--- src/hw/sgp_pkg.sv ---
// Package with register offsets, field layouts, mode codes and carriers for the serializer pin block.
package sgp_pkg;

  // Number of ports and number of configurable pins per port.
  localparam int SGP_PORTS = 2;
  localparam int SGP_PINS = 3;

  // Register offsets on the serial control bus.
  localparam logic [7:0] SGP_OFF_PIN0 = 8'h0d;
  localparam logic [7:0] SGP_OFF_PIN12 = 8'h0e;

  // Field positions inside the configuration registers.
  localparam int SGP_PIN0_LSB = 0;
  localparam int SGP_PIN1_LSB = 0;
  localparam int SGP_PIN2_LSB = 4;
  localparam int SGP_REV_LSB = 4;
  localparam int SGP_FIELD_W = 4;

  // Revision code shown in the upper nibble of the first register; the value is arbitrary.
  localparam logic [3:0] SGP_REV_CODE = 4'h1;

  // Reset value of every pin field (output value zero, mode zero).
  localparam logic [3:0] SGP_CFG_RST = 4'h0;

  // Read data for an offset that this block does not hold.
  localparam logic [7:0] SGP_RD_NONE = 8'h00;

  // Full mode codes.
  localparam logic [2:0] SGP_MODE_OUT = 3'h1;
  localparam logic [2:0] SGP_MODE_IN = 3'h3;
  localparam logic [2:0] SGP_MODE_RHOLD = 3'h5;
  localparam logic [2:0] SGP_MODE_RDEF = 3'h7;

  // Low two mode bits that pick the third pin's functional input and high impedance.
  localparam logic [1:0] SGP_MODE_FUNC_LO = 2'h0;
  localparam logic [1:0] SGP_MODE_HIZ_LO = 2'h2;

  // One pin's configuration field: output value above a three-bit mode.
  typedef struct packed {
    logic out_val;
    logic [2:0] mode;
  } sgp_pin_cfg_s;

  // One register access from the serial control bus engine.
  typedef struct packed {
    logic wr;
    logic rd;
    logic [7:0] addr;
    logic [7:0] wdata;
  } sgp_reg_req_s;

endpackage : sgp_pkg

--- src/hw/sgp_pin.sv ---
// One configurable pin: mode decode, remote hold latch and input synchroniser.
`timescale 1ns/1ns
module sgp_pin
  import sgp_pkg::*;
#(
  parameter bit HAS_FUNC = 1'b0
) (
  input wire logic clk_sys,
  input wire logic resetn,
  input wire logic clk_en,
  input sgp_pin_cfg_s cfg,
  input wire logic remote_val,
  input wire logic link_lost,
  input wire logic pin_i,
  output logic pin_o,
  output logic pin_oe,
  output logic func_sel,
  output logic in_val
);

  logic hold; // Last value received from the remote end while the link was up.
  logic sync1; // First synchroniser stage, read only by the second.
  logic sync2; // Second synchroniser stage.
  logic next_hold;
  logic next_sync1;
  logic next_sync2;
  logic is_local_out; // Pin is a plain local output.
  logic is_remote; // Pin is driven from the remote end.

  // Next values: the hold latch follows the remote value only while the link is up.
  always_comb begin
    next_hold = hold;
    next_sync1 = pin_i;
    next_sync2 = sync1;
    if (!link_lost) begin
      next_hold = remote_val;
    end
  end

  // Registers; clock enable low freezes everything.
  always_ff @(posedge clk_sys or negedge resetn) begin
    if (!resetn) begin
      hold <= 1'b0;
      sync1 <= 1'b0;
      sync2 <= 1'b0;
    end else if (clk_en) begin
      hold <= next_hold;
      sync1 <= next_sync1;
      sync2 <= next_sync2;
    end
  end

  // Mode decode straight from the registered field, so a write shows on the next cycle.
  always_comb begin
    is_local_out = (cfg.mode == SGP_MODE_OUT);
    is_remote = cfg.mode[0] && cfg.mode[2];
    pin_oe = is_local_out || is_remote;
    if (is_local_out) begin
      pin_o = cfg.out_val;
    end else if (is_remote && link_lost) begin
      // Hold mode keeps the last value, default mode falls back to the local bit.
      pin_o = cfg.mode[1] ? cfg.out_val : hold;
    end else if (is_remote) begin
      pin_o = remote_val;
    end else begin
      pin_o = 1'b0;
    end
    func_sel = HAS_FUNC && (cfg.mode[1:0] == SGP_MODE_FUNC_LO);
    in_val = (cfg.mode == SGP_MODE_IN) ? sync2 : 1'b0;
  end

endmodule : sgp_pin

--- src/hw/sgp_gpio_cfg.sv ---
// Top of the pin configuration block: registers, port select and pin instances.
// What this block does
// - Local output drives the output-value bit.
// - Output-value bits reset to zero.
// - Mode 001 local output, 011 local input.
// - Pins 0,1: mode bit0 clear means high-impedance.
// - Pin 2: x00 functional input, x10 high-impedance.
// - Mode 101 remote value, hold on loss.
// - Mode 111 remote value, local bit on loss.
// - Second-port select redirects register reads and writes.
// - Link loss comes from the port's detector.
`timescale 1ns/1ns
module sgp_gpio_cfg
  import sgp_pkg::*;
(
  input wire logic clk_sys,
  input wire logic resetn,
  input wire logic clk_en,
  input sgp_reg_req_s reg_req,
  output logic [7:0] reg_rdata,
  output logic reg_rvalid,
  input wire logic second_port_select,
  input wire logic [SGP_PORTS-1:0] link_lost,
  input wire logic [SGP_PORTS-1:0][SGP_PINS-1:0] remote_val,
  input wire logic [SGP_PORTS-1:0][SGP_PINS-1:0] pin_i,
  output logic [SGP_PORTS-1:0][SGP_PINS-1:0] pin_o,
  output logic [SGP_PORTS-1:0][SGP_PINS-1:0] pin_oe,
  output logic [SGP_PORTS-1:0] func_sel,
  output logic [SGP_PORTS-1:0][SGP_PINS-1:0] in_val
);

  // Configuration fields for every pin of both ports.
  sgp_pin_cfg_s cfg [SGP_PORTS][SGP_PINS];
  sgp_pin_cfg_s next_cfg [SGP_PORTS][SGP_PINS];
  logic [7:0] next_rdata; // Read data to be registered.
  logic next_rvalid; // Read answer strobe to be registered.
  logic sel; // Port that register accesses address.

  // The select chooses the port that the access applies to.
  assign sel = second_port_select;

  // Next register values from a write to the selected port.
  always_comb begin
    next_cfg = cfg;
    if (reg_req.wr) begin
      if (reg_req.addr == SGP_OFF_PIN0) begin
        // Upper nibble holds the read-only revision, so only the low field is stored.
        next_cfg[sel][0] = reg_req.wdata[SGP_PIN0_LSB +: SGP_FIELD_W];
      end else if (reg_req.addr == SGP_OFF_PIN12) begin
        // Both pin fields of the shared register are written together.
        next_cfg[sel][1] = reg_req.wdata[SGP_PIN1_LSB +: SGP_FIELD_W];
        next_cfg[sel][2] = reg_req.wdata[SGP_PIN2_LSB +: SGP_FIELD_W];
      end
    end
  end

  // Next read answer, taken from the selected port.
  always_comb begin
    next_rvalid = reg_req.rd;
    next_rdata = reg_rdata;
    if (reg_req.rd) begin
      if (reg_req.addr == SGP_OFF_PIN0) begin
        next_rdata = {SGP_REV_CODE, cfg[sel][0]};
      end else if (reg_req.addr == SGP_OFF_PIN12) begin
        next_rdata = {cfg[sel][2], cfg[sel][1]};
      end else begin
        next_rdata = SGP_RD_NONE;
      end
    end
  end

  // Register stage for configuration and read answer; all fields clear at reset.
  always_ff @(posedge clk_sys or negedge resetn) begin
    if (!resetn) begin
      for (int p = 0; p < SGP_PORTS; p++) begin
        for (int n = 0; n < SGP_PINS; n++) begin
          cfg[p][n] <= SGP_CFG_RST;
        end
      end
      reg_rdata <= SGP_RD_NONE;
      reg_rvalid <= 1'b0;
    end else if (clk_en) begin
      cfg <= next_cfg;
      reg_rdata <= next_rdata;
      reg_rvalid <= next_rvalid;
    end
  end

  // One pin instance for each pin of each port; only the third pin has a functional input.
  for (genvar gp = 0; gp < SGP_PORTS; gp++) begin : g_port
    logic [SGP_PINS-1:0] fsel; // Functional select of each pin; only the third can be set.
    for (genvar gn = 0; gn < SGP_PINS; gn++) begin : g_pin
      sgp_pin #(
        .HAS_FUNC(gn == SGP_PINS - 1)
      ) u_pin (
        .clk_sys(clk_sys),
        .resetn(resetn),
        .clk_en(clk_en),
        .cfg(cfg[gp][gn]),
        .remote_val(remote_val[gp][gn]),
        .link_lost(link_lost[gp]),
        .pin_i(pin_i[gp][gn]),
        .pin_o(pin_o[gp][gn]),
        .pin_oe(pin_oe[gp][gn]),
        .func_sel(fsel[gn]),
        .in_val(in_val[gp][gn])
      );
    end
    assign func_sel[gp] = fsel[SGP_PINS-1];
  end
endmodule : sgp_gpio_cfg

--- config.mk ---
export PLATFORM = sky130hd
export DESIGN_NAME = sgp_gpio_cfg
export DESIGN_NICKNAME = d
export VERILOG_FILES = /design/src/hw/sgp_pkg.sv /design/src/hw/sgp_pin.sv /design/src/hw/sgp_gpio_cfg.sv
export SDC_FILE = /design/constraint.sdc
export NUM_CORES = 1
export LEC_CHECK = 0
export ABC_AREA = 1
export CAP_MARGIN = 30
export CORE_ASPECT_RATIO = 0.8
export CORE_MARGIN = 1.5
export CORE_UTILIZATION = 60
export CTS_BUF_LIST = sky130_fd_sc_hd__clkbuf_8
export DETAILED_ROUTE_END_ITERATION = 12
export DONT_BUFFER_PORTS = 1
export GPL_ROUTABILITY_DRIVEN = 0
export PLACE_DENSITY_LB_ADDON = 0.05
export SLEW_MARGIN = 25
export SYNTH_ARGS = -nofsm -noshare
export SYNTH_HDL_FRONTEND = slang
export SYNTH_HIERARCHICAL = 1
export SYNTH_SLANG_ARGS = --single-unit
--- constraint.sdc ---
create_clock -name clk_sys -period 2.1 [get_ports clk_sys]
set_input_delay 0.21 -clock clk_sys [delete_from_list [all_inputs] [get_ports clk_sys]]
set_output_delay 0.21 -clock clk_sys [all_outputs]
set_load 0.01 [all_outputs]
After elaboration in Yosys (flattened, before gate mapping) --
Cells that the tools add are included.
Storage, ports and cells: bits in read-only memories 0, latch bits 0, word-level logic and storage cells 123, memories kept 0, RAM bits 0, input bits 36, output and inout port bits 29, register bits after elaboration 51
Cells by class: multipliers 0, shifts and indexed selects 0, reduce and logical (&&, ||, !) cells 26, multiplexer cells 46, equality and inequality tests 14, divide/modulo/power cells 0, $lt $le $gt $ge 2, add/subtract/negate cells 0, bitwise operators 3
Operator list (count):
- bitwise mux 24 bit | 3
- two-way mux 12 bit | 4
- two-way mux 24 bit | 2
- demux 12 bit (select 1 bit) | 3
- two-way mux 1 bit | 30
- two-way mux 8 bit | 3
- equality test 3 x 1 -> 1 bit (second input constant) | 6
- equality test 3 x 2 -> 1 bit (second input constant) | 6
- equality test 8 x 4 -> 1 bit (second input constant) | 2
- logical AND 1 bit | 13
- logical OR 1 bit | 6
- AND reduction 2 bit | 3
- logical NOT 2 bit | 2
- two-way mux 4 bit | 1
- AND reduction 3 bit | 1
- >= comparator 2 bit (second input constant) | 1
- less-than comparator 2 x 1 -> 1 bit (second input constant) | 1
- NOT 1 bit | 2
- NOT 1 -> 2 bit | 1
- nonzero test 2 bit | 1

Logic depth before layout (Yosys ltp) --
Gate-level depths: netlist of run 1.
depth after elaboration 9, depth in mapped cells 9, gate-level depth less buffers 8

Hierarchy --
Netlist of run 1, hierarchy kept.
Modules (own cells, without submodules):
- sgp_gpio_cfg | times used 1, cells an instance 214, area an instance 1821.7 um^2, sequential area each 825.8 um^2
- sgp_pin at g_port[0].g_pin[0].u_pin ... | times used 4, cells an instance 28, area an instance 186.4 um^2, sequential area each 75.1 um^2
- sgp_pin at g_port[0].g_pin[2].u_pin ... | times used 2, cells an instance 27, area an instance 178.9 um^2, sequential area each 75.1 um^2

Least setup slack after synthesis of run 1 --
OpenSTA, ideal clock, no wires.
path type input to register, from input port reg_req[15] (netlist name), to register cfg[21] (netlist name), arrival 0.894 ns, setup time 0.121 ns, required time 1.979 ns, stages 6, buffers on the path 0, slack 1.085 ns, cells stage by stage nor2_2 > nand2_4 > nor2_8 > nand3_4 > nand2_1 > o21ai_1
On the way: cells in the longest elaborated chain, start to end 3, elaborated cells on any way between the ends 5, classes of those cells eq/ne (2); mux (1); reduce/logical (2)
Ends and longest elaborated chain:
- from (decl) | RTL line sgp_gpio_cfg.sv:19 | input sgp_reg_req_s reg_req,
- equality test 8 x 4 -> 1 bit (on tied branches) | RTL line sgp_gpio_cfg.sv:46, sgp_gpio_cfg.sv:49
- nonzero test 2 bit (no source line)
- AND reduction 3 bit (no source line)
Parallel ways exist; a longest one is shown, timed or not. A chain may end at the register's enable or synchronous reset.

==> flow_summary.ini, run 1 <==
[placed_design]
pre_cts_ws_ns = 1.00
io_buffer_count = 0
hpwlAfterDp_um = 4350

[finish]
syn_to_final_growth_pct = 5.56
layout_commonest_cell = nand2_1
final_cell_mix = 141 x nand2_1, 51 x dfrtp_1, 34 x inv_1
num-nets-final = 411
drive_gt1_share_pct = 11.2
antenna_cells = 0
fin_util_pct = 66.1

[routing]
antenna_left = 0
firstDrtPassIters = 4
route.detailed.drc = 0
via_per_inst = 5.35
routed_wl_um = 6260
num_vias = 2331
drt_iter0_markers = 110
wl_per_cell_um = 14.4

[worst_setup_path]
rrSetupSlack_ns = 1.13
cp-end-kind = output pin
critPathLaunchType = flop
worstPathArrival_ns = 1.20
cp_max_fo = 4
critical_path_required_ns = 1.89
crit_type = reg2out

[synth]
synth_area_um2 = 2880
syn-mean-instance-area_um2 = 7.74
netlist_instances = 372
synth_nets = 408
yosysWarnings = 6

[sta]
worst_slew_pin_slew_ns = 0.528
fin_tns_setup_ns = 0
maxSlewHeadroom_pct = 64.7
rsz0062_at_grt = false
drv_slew = 0
finalWorstSetupSlack_ns = 0.690
fmax_mhz = 709
setup_viol = 0
skew_ns = 0.00788
whs_ns = 0.00876
post-route-min-period_ns = 1.41
finalCritPeriodShare_pct = 67.1
final-hold-violation-count = 0

[clocking]
clk_latency_ns = 0.31
cts_setup_buffers = 0
root_buffer = clkbuf_8
cts_buffers = 5
cts_max_path_buffers = 2
cts_tree = built
cts_hold_buf = 3
clk_pin_slew_worst_paths_ns = 0.09
htreeDepth = 2
cts_sinks = 51
cts_resized = 0

[grt]
gr-usage-all-layers_pct = 27.0
grt_pass1_wl_um = 10600
grt_max_degree = 52
antenna_found_initial = 0
grt-ovfl-total = 0
grt_pass1_vias = 2215

[power]
peakVddDrop_mv = 0.544
p_leak_nw = 1.58
power_density_nw_per_um2 = 608

[min_path]
min_path_type = in2reg

[floorplanning]
dieArea_um2 = 5230
num_rows = 22
die_w_um = 80.5
design.core.area_um2 = 4600
num_io_pins = 65
die_h_um = 65.0
start_util_pct = 62.7

[outcome]
outcome = finished, final reports clean

[job]
maxCapViolCount = 0
## routing by layer
layer  routed length (um)  vias to the layer above  global-route usage, %
li1                     -                     1202                      -
met1                 3130                     1063                   38.3
met2                 2710                       58                   41.3
met3                  350                        8                   6.06
met4                   74                        0                   8.41
met5                    0                        -                      0
## state kept, by name, indices dropped and copies added (netlist names)
signal                         count
cfg                               24
reg_rdata                          8
g_port.g_pin.u_pin/hold            6
g_port.g_pin.u_pin/sync2           6
reg_rvalid                         1
g_port.g_pin.u_pin/next_sync2      6
## area by class of cell
cell class                      count  area [um^2]
Sequential cell                    51         1280
Timing Repair Buffer                4         57.6
Tap cell                           60         75.1
Clock inverter                      2         16.3
Fill cell                         391         1560
Clock buffer                        6         82.6
Multi-Input combinational cell    268         1360
Inverter                           45          171
## per-stage QoR
step | power (mW) | area [um^2] | std cells
global route | 1.94 | 3040 | 436
finish | 1.85 | 3040 | 436
global placement | 1.23 | 2880 | 424
detailed placement | 1.23 | 2880 | 424
CTS | 1.85 | 3030 | 435
floorplan | 1.22 | 2880 | 372
## power breakdown
group          switching [mW]  internal [mW]
Sequential             0.0354           1.03
Combinational           0.119         0.0611
Clock                   0.332          0.269
Total                   0.486           1.36
## critical path, cell delays in order, from the launching register on
cell and delay [ns]:
dfrtp_1 0.43, inv_1 0.10, a21boi_0 0.36
## worst paths after layout
kind                                                           from                                  end  cells past startpoint
worst min-delay path                                         clk_en  g_port[0].g_pin[1].u_pin/next_sync2                      1
worst max-delay path                                        cfg[18]                            pin_oe[1]                      2
worst min register to register  g_port[1].g_pin[0].u_pin/next_sync2       g_port[1].g_pin[0].u_pin/sync2                      2
min in group asynchronous                                    resetn                           reg_rvalid                      2
max in group asynchronous                                    resetn                               cfg[2]                      2
worst max register to register                               cfg[5]                         reg_rdata[1]                      6
Power figures use the tool's default switching activity.
==> inputs of run 2 (changes only) <==
--- a/config.mk
+++ b/config.mk
@@ -5,7 +5,7 @@
 export SDC_FILE = /design/constraint.sdc
 export NUM_CORES = 1
 export LEC_CHECK = 0
-export ABC_AREA = 1
+export ABC_AREA = 0
 export CAP_MARGIN = 30
 export CORE_ASPECT_RATIO = 0.8
 export CORE_MARGIN = 1.5
==> constraint.sdc (replaced) <==
create_clock -name clk_sys -period 1.5 [get_ports clk_sys]
set_input_delay 0.15 -clock clk_sys [delete_from_list [all_inputs] [get_ports clk_sys]]
set_output_delay 0.15 -clock clk_sys [all_outputs]
set_load 0.01 [all_outputs]
==> run 2 against run 1 <==
Against the previous run:
- sequential power is 40% higher
- die area fell by 7.8%
- non-clock buffer count increased by 23
- setup slack worse by 0.61 ns
- cell count is 33% lower
- utilization grew 6.9 points
- worst hold slack better by 0.0071 ns
- clock skew down 0.0038 ns
- critical path type unchanged
- largest cell class is now registers
==> flow_summary.ini, run 2 <==
[sta]
maxSlewHeadroom_pct = 66.9
whs_ns = 0.0158
finalCritPeriodShare_pct = 94.8
post-route-min-period_ns = 1.42
drv_slew = 0
fmax_mhz = 703
finalWorstSetupSlack_ns = 0.0773
skew_ns = 0.00413
worst_slew_pin_slew_ns = 0.495
rsz0062_at_grt = true
final-hold-violation-count = 0
setup_viol = 0

[power]
power_density_nw_per_um2 = 926
peakVddDrop_mv = 0.608
p_leak_nw = 1.38
finalPower_mw = 2.84

[routing]
wl_per_cell_um = 19.3
antenna_left = 0
drt_iter0_markers = 145
num_vias = 1776
route.detailed.drc = 0
firstDrtPassIters = 4
routed_wl_um = 5610
via_per_inst = 6.10

[worst_setup_path]
critPathTopFamily = flip-flops
critPathBufInv = 0
reg2reg_from = cfg[4]
cp-end-kind = output pin
cp_max_fo = 6
cpPeakStageDelay_ns = 0.45
crit_type = reg2out
critical_path_required_ns = 1.35
worstPathArrival_ns = 1.27
crit_path_top_delay_cell = dfrtp_1
crit_chain = mux2i_1, a21oi_1, a41o_1
critPathLaunchType = flop
cp-startpoint = cfg[5]

[grt]
use_met3_pct = 5.55
gr-usage-all-layers_pct = 25.1
grt_pass1_vias = 1899
grt_max_degree = 52
top_usage_layer = met2
grt_pass1_wl_um = 9380
grt-ovfl-total = 0
grt_util_met1_pct = 31.9
grt_util_met2_pct = 44.1
antenna_found_initial = 0

[synth]
synth_area_um2 = 2650
netlist_instances = 207
yosysWarnings = 6
synth_nets = 243
syn-mean-instance-area_um2 = 12.8

[finish]
final_cell_mix = 46 x dfrtp_1, 39 x mux2_2, 23 x dlygate4sd3_1
drive_gt1_share_pct = 31.6
seqCellArea_um2 = 1280
top_regs = cfg (24), reg_rdata (8)
num-nets-final = 269
layout_commonest_cell = dfrtp_1
multi_input_area_um2 = 1250
fill_cells = 302
antenna_cells = 0
syn_to_final_growth_pct = 16.0
fin_util_pct = 73.0
largest_register_ffs = 24
top_register = cfg

[clocking]
clk_latency_ns = 0.30
clk_pin_slew_worst_paths_ns = 0.09
cts_buffers = 5
cts_max_path_buffers = 2
root_buffer = clkbuf_8
cts_sinks = 51
cts_tree = built
htreeDepth = 2

[floorplanning]
num_rows = 21
num_io_pins = 65
dieArea_um2 = 4820
die_w_um = 77.2
start_util_pct = 62.9
die_h_um = 62.4
design.core.area_um2 = 4200

[placed_design]
pre_cts_ws_ns = 0.178
hpwlAfterDp_um = 3840
io_buffer_count = 0

[min_path]
min-delay-start = reg_req[16]
min_path_type = in2reg

[job]
maxCapViolCount = 0

[outcome]
outcome = finished, final reports clean
[run 2: per-stage QoR]
step / TNS, ns / cell area [um^2] / instances
6_report: 0 / 3070 / 291
3_5_place_dp: 0 / 2670 / 259
2_1_floorplan: 0 / 2650 / 207
5_1_grt: -0.00696 / 3070 / 291
3_3_place_gp: 0 / 2670 / 259
4_1_cts: 0 / 3040 / 289
[run 2: report_power, final]
part / total [mW] / leakage [nW] / switching [mW] / internal (mW)
Sequential: 1.50 / 0.661 / 0.0473 / 1.45
Combinational: 0.244 / 0.646 / 0.0985 / 0.146
Clock: 1.10 / 0.0695 / 0.439 / 0.660
Total: 2.84 / 1.38 / 0.585 / 2.26
[run 2: metal layers]
| metal | vias to the layer above | share of wire (%) |
|---|---|---|
| li1 | 825 | - |
| met1 | 895 | 46 |
| met2 | 50 | 49 |
| met3 | 6 | 4.1 |
| met4 | 0 | 1.1 |
| met5 | - | 0 |
[run 2: worst register-to-register path: cells and delay by family, from the launching register on]
kind | cells | cell delay (ns)
DFF | 1 | 0.44
muxes | 1 | 0.30
AOI/OAI and AO/OA | 2 | 0.30
[run 2: final timing paths]
path | to | slack, ns | cells past startpoint
worst max-delay path | pin_o[4] | 0.08 | 3
worst min-delay path | reg_rdata[4] | 0.02 | 2
worst max register to register | reg_rdata[0] | 0.34 | 3
worst min register to register | g_port[0].g_pin[1].u_pin/next_sync2 | 0.51 | 1
max in group asynchronous | cfg[13] | 0.90 | 2
min in group asynchronous | cfg[19] | 0.36 | 2
[run 2: cell type report]
class | instances | area share [%]
flip-flops and latches | 51 | 41.8
inverters | 13 | 1.59
clock inverters | 3 | 2.08
well taps | 57 | 2.32
multi-input cells | 135 | 40.8
repair buffers | 27 | 9.13
clock buffers | 5 | 2.24
[run 2: what timing repair did]
action | in CTS | in global routing
hold buffers | 22 | 2
gates resized for setup | 0 | 5
buffers inserted | 0 | 0
endpoints found under the hold margin | 89 | 2
endpoints found under the setup margin | 0 | 5
